===== src/inc/gpio_port_pkg.sv =====
package gpio_port_pkg;

  // register bus widths
  localparam int unsigned ADDR_W = 24;  // byte address width of the internal register space
  localparam int unsigned DATA_W = 8;   // every register is one byte

  // bank geometry
  localparam int unsigned BANKS     = 4;
  localparam int unsigned BANK_W    = 8;  // pins per full bank
  localparam int unsigned NARROW_W  = 4;  // pins implemented in bank two
  localparam int unsigned NARROW_ID = 2;  // index of the narrow bank
  localparam int unsigned PINS      = BANKS * BANK_W;  // flat pin vector width, holes included

  // register byte addresses
  localparam logic [23:0] PIN_DIRECTION_BANK0 = 24'h00FFE0;
  localparam logic [23:0] PIN_DIRECTION_BANK1 = 24'h00FFE1;
  localparam logic [23:0] PIN_DIRECTION_BANK2 = 24'h00FFE2;
  localparam logic [23:0] PIN_DIRECTION_BANK3 = 24'h00FFE3;
  localparam logic [23:0] PIN_VALUE_BANK0     = 24'h00FFE4;
  localparam logic [23:0] PIN_VALUE_BANK1     = 24'h00FFE5;
  localparam logic [23:0] PIN_VALUE_BANK2     = 24'h00FFE6;
  localparam logic [23:0] PIN_VALUE_BANK3     = 24'h00FFE7;

  // decode fields: the eight registers share the upper address bits
  localparam logic [20:0] REG_BLOCK_BASE = 21'h001FFC;  // addr[23:3]
  localparam int unsigned SEL_VALUE_BIT  = 2;           // addr[2]: 1 = value, 0 = direction

  // reset values
  localparam logic [7:0] DIRECTION_RESET = 8'h00;  // all pins start as inputs
  localparam logic [7:0] VALUE_RESET     = 8'hFF;  // stored data starts high
  localparam logic [7:0] NARROW_MASK     = 8'h0F;  // implemented bits of bank two
  localparam logic [7:0] FULL_MASK       = 8'hFF;
  localparam logic [7:0] UNMAPPED_READ   = 8'h00;  // answer to an unmapped address

  // synchroniser depth on the pin inputs
  localparam int unsigned SYNC_STAGES = 2;

  // register bus request
  typedef struct packed {
    logic [23:0] addr;
    logic [7:0]  wdata;
    logic        wr;
    logic        rd;
  } reg_req_s;

  // pin driver triple per pin vector
  typedef struct packed {
    logic [31:0] out;  // level to drive
    logic [31:0] oe;   // high while driving
    logic [31:0] pu;   // pull-up enable (input mode only)
  } pin_drive_s;

endpackage


===== src/hw/bank_regs.sv =====
// one bank: direction and stored value bytes, written on per-bank strobes decoded by the port
module bank_regs #(
  parameter logic [7:0] IMPL_MASK = 8'hFF  // implemented bits of this bank
) (
  input  wire logic       clk,
  input  wire logic       srst,
  input  wire logic       dir_we,
  input  wire logic       val_we,
  input  wire logic [7:0] wdata,
  input  wire logic [7:0] pin_level,
  output logic      [7:0] dir_q,
  output logic      [7:0] val_q,
  output logic      [7:0] dir_rd,
  output logic      [7:0] val_rd
);

  // direction: cleared at reset so every pin starts as an input
  always_ff @(posedge clk) begin
    if (srst) begin
      dir_q <= gpio_port_pkg::DIRECTION_RESET & IMPL_MASK;
    end else if (dir_we) begin
      dir_q <= wdata & IMPL_MASK;
    end
  end

  // stored value: written in either mode, reset high
  always_ff @(posedge clk) begin
    if (srst) begin
      val_q <= gpio_port_pkg::VALUE_RESET & IMPL_MASK;
    end else if (val_we) begin
      val_q <= wdata & IMPL_MASK;
    end
  end

  // readback: direction as written, value per bit by mode
  assign dir_rd = dir_q;
  // output bits show the register, input bits show the synchronised pin
  assign val_rd = ((dir_q & val_q) | (~dir_q & pin_level)) & IMPL_MASK;

endmodule  // bank_regs


===== src/hw/four_bank_bidir_pin_port.sv =====
// Added by the designer: the plain strobed port.
module four_bank_bidir_pin_port (
  input  wire logic        clk,
  input  wire logic        srst,
  input  wire logic [23:0] reg_addr,
  input  wire logic [7:0]  reg_wdata,
  input  wire logic        reg_wr,
  input  wire logic        reg_rd,
  output logic      [7:0]  reg_rdata,
  input  wire logic [7:0]  bank_zero_pins_in,
  output logic      [7:0]  bank_zero_pins_out,
  output logic      [7:0]  bank_zero_pins_oe,
  output logic      [7:0]  bank_zero_pins_pu,
  input  wire logic [7:0]  bank_one_pins_in,
  output logic      [7:0]  bank_one_pins_out,
  output logic      [7:0]  bank_one_pins_oe,
  output logic      [7:0]  bank_one_pins_pu,
  input  wire logic [3:0]  bank_two_pins_in,
  output logic      [3:0]  bank_two_pins_out,
  output logic      [3:0]  bank_two_pins_oe,
  output logic      [3:0]  bank_two_pins_pu,
  input  wire logic [7:0]  bank_three_pins_in,
  output logic      [7:0]  bank_three_pins_out,
  output logic      [7:0]  bank_three_pins_oe,
  output logic      [7:0]  bank_three_pins_pu
);

  gpio_port_pkg::reg_req_s   req;        // bundled bus request
  gpio_port_pkg::pin_drive_s drive;      // bundled pin drivers
  logic [31:0]               pin_raw;    // flat asynchronous pin levels
  logic [31:0]               pin_level;  // synchronised pin levels
  logic [31:0]               dir_all;    // direction bytes, bank-major
  logic [31:0]               val_all;    // stored values, bank-major
  logic [31:0]               dir_rd_all; // direction readback per bank
  logic [31:0]               val_rd_all; // value readback per bank
  logic                      in_block;   // address falls in the eight-byte window
  logic                      sel_value;  // value byte rather than direction byte
  logic [1:0]                bank_idx;   // bank addressed
  logic [3:0]                dir_we;     // per-bank direction write strobes
  logic [3:0]                val_we;     // per-bank value write strobes
  logic [7:0]                rd_mux;     // read data before the output flop
  logic [7:0]                rdata_q;    // registered read data

  // one-hot bank select, used for both write strobe vectors
  function automatic logic [3:0] bank_onehot(input logic [1:0] idx);
    bank_onehot = 4'h1 << idx;
  endfunction

  assign req.addr  = reg_addr;
  assign req.wdata = reg_wdata;
  assign req.wr    = reg_wr;
  assign req.rd    = reg_rd;

  // narrow bank is zero-padded to eight bits; its unused inputs read as zero
  assign pin_raw = {bank_three_pins_in, 4'h0, bank_two_pins_in,
                    bank_one_pins_in, bank_zero_pins_in};

  // pins come from the board, so synchronise before any readback logic sees them
  pin_sync u_sync (
    .clk        (clk),
    .srst       (srst),
    .pin_async  (pin_raw),
    .pin_sync_q (pin_level)
  );

  // address decode: all eight registers sit in one aligned eight-byte window
  assign in_block  = (req.addr[23:3] == gpio_port_pkg::REG_BLOCK_BASE);
  assign sel_value = req.addr[gpio_port_pkg::SEL_VALUE_BIT];
  assign bank_idx  = req.addr[1:0];

  // write strobes; writes outside the window are dropped silently
  assign dir_we = (req.wr && in_block && !sel_value) ? bank_onehot(bank_idx) : 4'h0;
  assign val_we = (req.wr && in_block &&  sel_value) ? bank_onehot(bank_idx) : 4'h0;

  // one register pair per bank; bank two keeps only its low four bits
  genvar b;
  generate
    for (b = 0; b < 4; b++) begin : g_bank
      localparam logic [7:0] MASK = (b == gpio_port_pkg::NARROW_ID) ?
                                    gpio_port_pkg::NARROW_MASK : gpio_port_pkg::FULL_MASK;
      bank_regs #(
        .IMPL_MASK (MASK)
      ) u_bank (
        .clk       (clk),
        .srst      (srst),
        .dir_we    (dir_we[b]),
        .val_we    (val_we[b]),
        .wdata     (req.wdata),
        .pin_level (pin_level[b*8 +: 8]),
        .dir_q     (dir_all[b*8 +: 8]),
        .val_q     (val_all[b*8 +: 8]),
        .dir_rd    (dir_rd_all[b*8 +: 8]),
        .val_rd    (val_rd_all[b*8 +: 8])
      );
    end
  endgenerate

  // read select: value or direction byte of the addressed bank, zero elsewhere
  assign rd_mux = !in_block ? gpio_port_pkg::UNMAPPED_READ :
                  sel_value ? val_rd_all[bank_idx*8 +: 8] :
                              dir_rd_all[bank_idx*8 +: 8];

  // read data stand in the cycle after the strobe only, zero otherwise
  always_ff @(posedge clk) begin
    if (srst) begin
      rdata_q <= 8'h00;
    end else begin
      rdata_q <= req.rd ? rd_mux : 8'h00;
    end
  end

  assign reg_rdata = rdata_q;

  // pin drivers: drive data only in output mode, pull up only in input mode.
  // the level is the stored bit even when disabled, so a mode switch shows the
  // value written earlier with no extra cycle
  assign drive.out = val_all;
  assign drive.oe  = dir_all;
  assign drive.pu  = ~dir_all;

  // split the flat vectors back onto the bank ports
  assign bank_zero_pins_out  = drive.out[7:0];
  assign bank_zero_pins_oe   = drive.oe[7:0];
  assign bank_zero_pins_pu   = drive.pu[7:0];
  assign bank_one_pins_out   = drive.out[15:8];
  assign bank_one_pins_oe    = drive.oe[15:8];
  assign bank_one_pins_pu    = drive.pu[15:8];
  assign bank_two_pins_out   = drive.out[19:16];
  assign bank_two_pins_oe    = drive.oe[19:16];
  assign bank_two_pins_pu    = drive.pu[19:16];
  assign bank_three_pins_out = drive.out[31:24];
  assign bank_three_pins_oe  = drive.oe[31:24];
  assign bank_three_pins_pu  = drive.pu[31:24];

  // pin_raw bits 23:20 are padding; the pull-up rise delay is software's concern

endmodule  // four_bank_bidir_pin_port


===== src/hw/pin_sync.sv =====
// two-flop synchroniser for the pin inputs; the first stage is read only by the second
module pin_sync (
  input  wire logic        clk,
  input  wire logic        srst,
  input  wire logic [31:0] pin_async,
  output logic      [31:0] pin_sync_q
);

  logic [31:0] meta_q;  // first stage, may be metastable

  // both stages reset to zero; the first stage feeds the second only
  always_ff @(posedge clk) begin
    if (srst) begin
      meta_q     <= '0;
      pin_sync_q <= '0;
    end else begin
      meta_q     <= pin_async;
      pin_sync_q <= meta_q;
    end
  end

endmodule  // pin_sync


===== config.mk =====
export PLATFORM = sky130hd
export DESIGN_NAME = four_bank_bidir_pin_port
export DESIGN_NICKNAME = d
export VERILOG_FILES = /design/src/inc/gpio_port_pkg.sv /design/src/hw/bank_regs.sv /design/src/hw/four_bank_bidir_pin_port.sv /design/src/hw/pin_sync.sv
export SDC_FILE = /design/constraint.sdc
export NUM_CORES = 1
export LEC_CHECK = 0
export BUFFER_PORTS_ARGS = -buffer_cell sky130_fd_sc_hd__buf_2
export CORE_ASPECT_RATIO = 0.5
export CORE_UTILIZATION = 52
export CTS_BUF_LIST = sky130_fd_sc_hd__clkbuf_4 sky130_fd_sc_hd__clkbuf_8
export DETAILED_ROUTE_END_ITERATION = 7
export PLACE_DENSITY = 0.82
export SETUP_SLACK_MARGIN = 0.2
export SLEW_MARGIN = 40
export SYNTH_ARGS = -nofsm -noshare
export SYNTH_HDL_FRONTEND = slang
export SYNTH_SLANG_ARGS = --single-unit
export TNS_END_PERCENT = 30

===== constraint.sdc =====
create_clock -name clk -period 1.85 [get_ports clk]
set_input_delay 0.0925 -clock clk [delete_from_list [all_inputs] [get_ports clk]]
set_output_delay 0.0925 -clock clk [all_outputs]
set_load 0.02 [all_outputs]

# Yosys cells after proc, flatten, opt, wreduce, memory -nomap -nowiden
# Index checks and enable logic that the tools add are counted.
[word_totals]
mem_count = 0
rom_bits = 0
latchBits = 0
regBits = 128
ram_bits = 0
[op_classes]
mux = 3
order_cmp = 0
reduce_logical = 5
addsub = 0
div = 0
n_shift = 3
n_bitwise = 19
n_eq_ne = 1
n_mul = 0
[op_table]
columns = ["operator", "n"]
rows = [
  ["variable part select 32 x 6 -> 8 bit", 2],
  ["AND 8 bit", 6],
  ["inverter 32 bit", 1],
  ["inverter 8 bit", 3],
  ["bitwise OR 8 bit", 3],
  ["equality test 21 x 13 -> 1 bit (second input constant)", 1],
  ["AND 4 bit", 2],
  ["2-to-1 mux 4 bit", 2],
  ["2-to-1 mux 8 bit", 1],
  ["inverter 4 bit", 1],
  ["bitwise OR 4 bit", 1],
  ["left shift 1 x 2 -> 4 bit (first input constant)", 1],
  ["logical AND 1 bit", 3],
  ["OR reduction 3 bit", 1],
  ["inverter 1 bit", 2],
  ["logical NOT 1 bit", 1],
]

# Depth between registers and ports, before layout
[logic_depth]
ltp_word = 5
mapped_depth = 6
depth_no_buf = 4

# Cells and area by module
# From an unflattened synthesis, not the netlist that was laid out.
[unflattened]
cells_unflattened = 525
hier_area_um2 = 5848.1
[modules_own_cells]
columns = ["mod", "area_per_inst_um2", "seq_area_each_um2", "n_inst", "cells_each"]
rows = [
  ["bank_regs at g_bank[0].u_bank ...", 739.5, 320.3, 3, 68],
  ["pin_sync", 1918.1, 1281.2, 1, 135],
  ["four_bank_bidir_pin_port", 1228.7, 160.2, 1, 135],
  ["bank_regs at g_bank[2].u_bank", 483.0, 160.2, 1, 51],
]

# Least setup slack after synthesis
# OpenSTA, ideal clock, no wires.
[synth_path]
kind = "input port to flip-flop"
startpoint = "input reg_addr[4]"
endpoint = "register g_bank[0].u_bank.val_q[2]"
path_buffers = 1
setup_slack_ns = 0.240
stages = 5
t_arrival_ns = 1.538
required_time_ns = 1.778
setup_time_ns = 0.072
cell_sequence = "or3b_2 nor4_4 and4_2 buf_6 mux2i_1"
[synth_via]
elab_chain_len = 4
[synth_rtl]
columns = ["element", "line", "rtl"]
rows = [
  ["start: declaration", "four_bank_bidir_pin_port.sv:5", "input wire logic [23:0] reg_addr,"],
  ["equality test 21 x 13 -> 1 bit", "four_bank_bidir_pin_port.sv:67", "assign in_block = (req.addr[23:3] == gpio_port_pkg::REG_BLOCK_BASE);"],
  ["logical AND 1 bit (2 in a row)", "four_bank_bidir_pin_port.sv:73", "assign val_we = (req.wr && in_block && sel_value) ? bank_onehot(bank_idx) : 4'h0;"],
  ["2-to-1 mux 4 bit", "four_bank_bidir_pin_port.sv:73", ""],
  ["end signal: assignment", "bank_regs.sv:29", "val_q <= gpio_port_pkg::VALUE_RESET & IMPL_MASK;"],
  ["end signal: assignment", "bank_regs.sv:31", "val_q <= wdata & IMPL_MASK;"],
  ["end: declaration", "bank_regs.sv:12", "output logic [7:0] val_q,"],
]
# Every way passes these cells.
# A chain may end at the register's enable or synchronous reset.

# Final worst setup path
[layout_path]
startpoint = "input reg_addr[4]"
endpoint = "register g_bank[0].u_bank.val_q[4]"
# The elaborated chain is that of the path after synthesis.

==> results.rst <==
.. list-table::
   :header-rows: 1

   * - Metric
     - Value
   * - Status
     - complete, no violations
   * - Hold endpoint
     - u_sync.pin_sync_q[15]
   * - Clk sinks
     - 120
   * - Hold Path Stages
     - 2
   * - Shortest period the worst path allows
     - 1.33 ns
   * - Fraction of final layout cells with drive strength greater than 1
     - 30.6%
   * - Endpoint class of the critical path
     - register
   * - Total length of routed met3 wires
     - 877 um
   * - Post-synthesis sequential element count
     - 120
   * - Required time at the worst-slack endpoint
     - 2.20 ns
   * - Overall global routing resource usage
     - 27.3%
   * - Vias in the first global route
     - 3774
   * - Placeable core region
     - 0.00871 mm^2
   * - Sequential power share
     - 50.3%
   * - Yosys Warn Count
     - 0
   * - Synth Area in Adders
     - 0%
   * - # resized after CTS
     - 0
   * - Total standard cell area after synthesis
     - 0.00468 mm^2
   * - Number of buffers inserted during clock tree synthesis
     - 17
   * - Count of mapped cells out of synthesis
     - 487
   * - Clock tree root buffer cell
     - sky130_fd_sc_hd__clkbuf_8
   * - Peak supply drop
     - 0.460 mV
   * - Share of total power consumed by net switching
     - 24.2%
   * - Die Y-Extent
     - 69.1 um
   * - Part of the Yosys area used for sequential elements
     - 51.3%
   * - Parity-gate share of the synthesized area counting xor and xnor cells
     - 0%
   * - Net count of the mapped netlist
     - 551
   * - Starting Density
     - 53.8%
   * - Proportion of register bits with asynchronous set or reset after synthesis
     - 0%
   * - Cell-by-cell listing of the critical path
     - buf_2, or3b_2, nor4_4, buf_4, and4_2, mux2i_1
   * - Iteration count of the initial detailed-routing pass
     - 5
   * - Clock edge transition at the registers on the reported setup and hold paths
     - 0.08 ns
   * - Row count
     - 24
   * - Lkg Pwr
     - 0.00306 uW
   * - Number of enable-type register cells in the synthesized netlist
     - 0
   * - Total congestion overflow after global routing
     - 0
   * - Antenna violations before repair
     - 0
   * - Final-report setup violation count
     - 0
   * - Largest net degree at the start of global routing
     - 54
   * - Post-synthesis cell type with the largest combined area
     - sky130_fd_sc_hd__dfxtp_1
   * - Launch point of the worst hold path
     - srst
   * - Maximum buffer depth of the clock tree
     - 2
   * - Critical path's top delay family
     - simple AND/OR/NAND/NOR gates
   * - Most common library cell in the layout ignoring fill and taps
     - sky130_fd_sc_hd__buf_2
   * - Wirelength per Cell
     - 15.3 um
   * - Highest routing layer actually used
     - met4
   * - Worst-Skew Late Latency
     - 0.43 ns
   * - Wire length after detailed routing
     - 12500 um
   * - Total length of routed met2 wires
     - 5590 um
   * - Critical R2R Launch
     - g_bank[2].u_bank.dir_q[1]
   * - Number of design rule violations left after detail routing
     - 0
   * - Worst Hold Slack
     - 0.130 ns
   * - Net switching power
     - 1280 uW
   * - Highest-count cells in the layout ignoring fill and taps
     - sky130_fd_sc_hd__buf_2, sky130_fd_sc_hd__dfxtp_1, sky130_fd_sc_hd__nor2b_1
   * - Synth area leaders
     - sky130_fd_sc_hd__dfxtp_1, sky130_fd_sc_hd__mux2i_1, sky130_fd_sc_hd__nor2b_1, sky130_fd_sc_hd__a311oi_1, sky130_fd_sc_hd__nand2b_1
   * - Pwr/cell area
     - 829 mW/mm^2
   * - Multiplexer share of the synthesized area
     - 12.0%
   * - Max Fanout on Critical Path
     - 9
   * - Capture point of the worst reg-to-reg path
     - reg_rdata[1]
   * - Fmax
     - 751 MHz
   * - Gate power share
     - 6.3%
   * - Cell count of the worst reg-to-reg path
     - 4
   * - Number of nets in the layout
     - 755
   * - Area growth from synthesis to final layout
     - 36.3%
   * - Max-cap violations
     - 0
   * - Met1 routed wirelength after detailed routing
     - 5810 um
   * - Library cell contributing the largest single delay on the critical path
     - sky130_fd_sc_hd__or3b_2
   * - Power Internal
     - 4010 uW
   * - Element type at the critical path start
     - input pin
   * - Number of hold violations in the final report
     - 0
   * - Slew of the pin with the lowest slew margin
     - 0.526 ns
   * - Final clock skew
     - 0.00828 ns
   * - Simple-Gate Fraction of Synth Area
     - 21.8%
   * - Register-to-register setup slack
     - 0.78 ns
   * - Proportion of power drawn by the clock network
     - 43.4%
   * - Critical path start-end classification
     - input pin to register
   * - Final total negative setup slack
     - 0 ns
   * - DRC marker count from the first detailed-route iteration
     - 323
   * - Most common flop cell mapped by yosys
     - sky130_fd_sc_hd__dfxtp_1
   * - Detail Route Antenna Nets
     - 0
   * - Port Buf Inserts
     - 155
   * - Buffers & Inverters on Critical Path
     - 2
   * - Synth Area in Compound Gates
     - 8.23%
   * - Vias after detailed routing
     - 4158
   * - Worst endpoint data arrival time
     - 1.68 ns
   * - Dominant combinational cell family by area after synthesis
     - simple AND/OR/NAND/NOR gates
   * - Number of buffers inserted by post-CTS setup repair
     - 0
   * - Top cell type's share of synthesized area
     - 51.3%
   * - Wire length of the first global-routing pass
     - 19300 um
   * - RePlAce Congestion
     - 0.870
   * - Area enclosed by the die boundary
     - 0.00941 mm^2
   * - Number of vias per cell after detailed routing
     - 5.07
   * - Number of distinct library cells after synthesis
     - 23
   * - Final slew viol count
     - 0
   * - Mean area per synthesized cell
     - 9.62 um^2
   * - Number of top-level pins
     - 156
   * - Max-slew headroom
     - 64.9%
   * - Highest cell delay on the worst timing path
     - 0.49 ns
   * - Diodes inserted
     - 0
   * - Setup repair after global routing missed its margin
     - no
   * - Hold WC Path Type
     - input pin to register
   * - H-tree depth
     - 4
   * - DP Wirelength
     - 8780 um
   * - CTS tree
     - done
   * - Final clock period utilization by the worst path
     - 72.0%
   * - Chip width
     - 136 um
==> area by class of cell <==
type / count / area [um^2]
Timing Repair Buffer: 209 / 1270
Inverter: 56 / 210
Clock inverter: 14 / 151
Fill cell: 666 / 2320
Clock buffer: 17 / 234
Multi-Input combinational cell: 287 / 1970
Sequential cell: 120 / 2400
Tap cell: 117 / 146
==> kinds of logic (layout without fill, tap and decap cells) <==
family	after synthesis	after routing
simple gates	175	175
flops	120	120
compound gates	56	56
mux	56	56
buf+inv	80	296
==> cells in the mapped netlist, types with 4 or more instances <==
| cell type | n |
|---|---|
| sky130_fd_sc_hd__nor4_1 | 4 |
| sky130_fd_sc_hd__nand2b_1 | 39 |
| sky130_fd_sc_hd__mux2i_1 | 56 |
| sky130_fd_sc_hd__nor3_1 | 4 |
| sky130_fd_sc_hd__nor2_1 | 52 |
| sky130_fd_sc_hd__dfxtp_1 | 120 |
| sky130_fd_sc_hd__a311oi_1 | 28 |
| sky130_fd_sc_hd__a21oi_1 | 28 |
| sky130_fd_sc_hd__nand4_1 | 4 |
| sky130_fd_sc_hd__inv_1 | 56 |
| sky130_fd_sc_hd__nand4_2 | 4 |
| sky130_fd_sc_hd__nor2b_1 | 57 |
| sky130_fd_sc_hd__clkbuf_1 | 19 |
==> stage by stage <==
| stage | util [%] | cells | area, um^2 | total power (uW) | setup slack (ns) |
|---|---|---|---|---|---|
| after global placement | 64.7 | 753 | 5640 | 2980 | 0.130 |
| after CTS | 73.3 | 820 | 6380 | 5310 | 0.534 |
| after global routing | 73.3 | 820 | 6380 | 5480 | 0.454 |
| after floorplan | - | 487 | 4680 | 2860 | 0.240 |
| after detailed placement | 64.7 | 753 | 5640 | 2990 | 0.0848 |
| final | 73.3 | 820 | 6380 | 5290 | 0.519 |
==> how the worst max path moves through the flow <==
stage	startpoint	slack [ns]	end	depth (start not counted)
after floorplan	reg_addr[4]	0.24	g_bank[0].u_bank.val_q[2]	5
after global placement	reg_addr[4]	0.13	g_bank[0].u_bank.val_q[1]	6
after detailed placement	reg_addr[4]	0.08	g_bank[0].u_bank.val_q[4]	6
after CTS	reg_addr[4]	0.53	g_bank[0].u_bank.val_q[4]	6
after global routing	reg_addr[4]	0.45	g_bank[0].u_bank.val_q[4]	6
final	reg_addr[4]	0.52	g_bank[0].u_bank.val_q[4]	6
==> power by group through the flow <==
| stage | combinational (uW) | sequential, uW | clock [uW] |
|---|---|---|---|
| finish | 332 | 2660 | 2300 |
| global route | 360 | 2670 | 2450 |
| CTS | 329 | 2660 | 2320 |
| detailed placement | 270 | 2720 | 0 |
| global placement | 264 | 2720 | 0 |
| floorplan | 153 | 2710 | 0 |
==> metal layers <==
| metal | up-vias | global-route usage, % |
|---|---|---|
| li1 | 2023 | - |
| met5 | - | 0 |
| met3 | 30 | 8.39 |
| met4 | 0 | 9.88 |
| met1 | 1930 | 37.3 |
| met2 | 175 | 40.5 |
==> what timing repair did <==
| item | in CTS | in global routing |
|---|---|---|
| hold buffers | 36 | 0 |
| hold endpoints to repair | 48 | 0 |
| endpoints found under the setup margin | 0 | 0 |
==> flip-flops by register name, indices dropped and copies added (netlist names) <==
name                 count
u_sync.meta_q           28
g_bank.u_bank.val_q     28
g_bank.u_bank.dir_q     28
reg_rdata                8
u_sync.pin_sync_q       28
No activity file was read; power rests on OpenSTA's default activity.
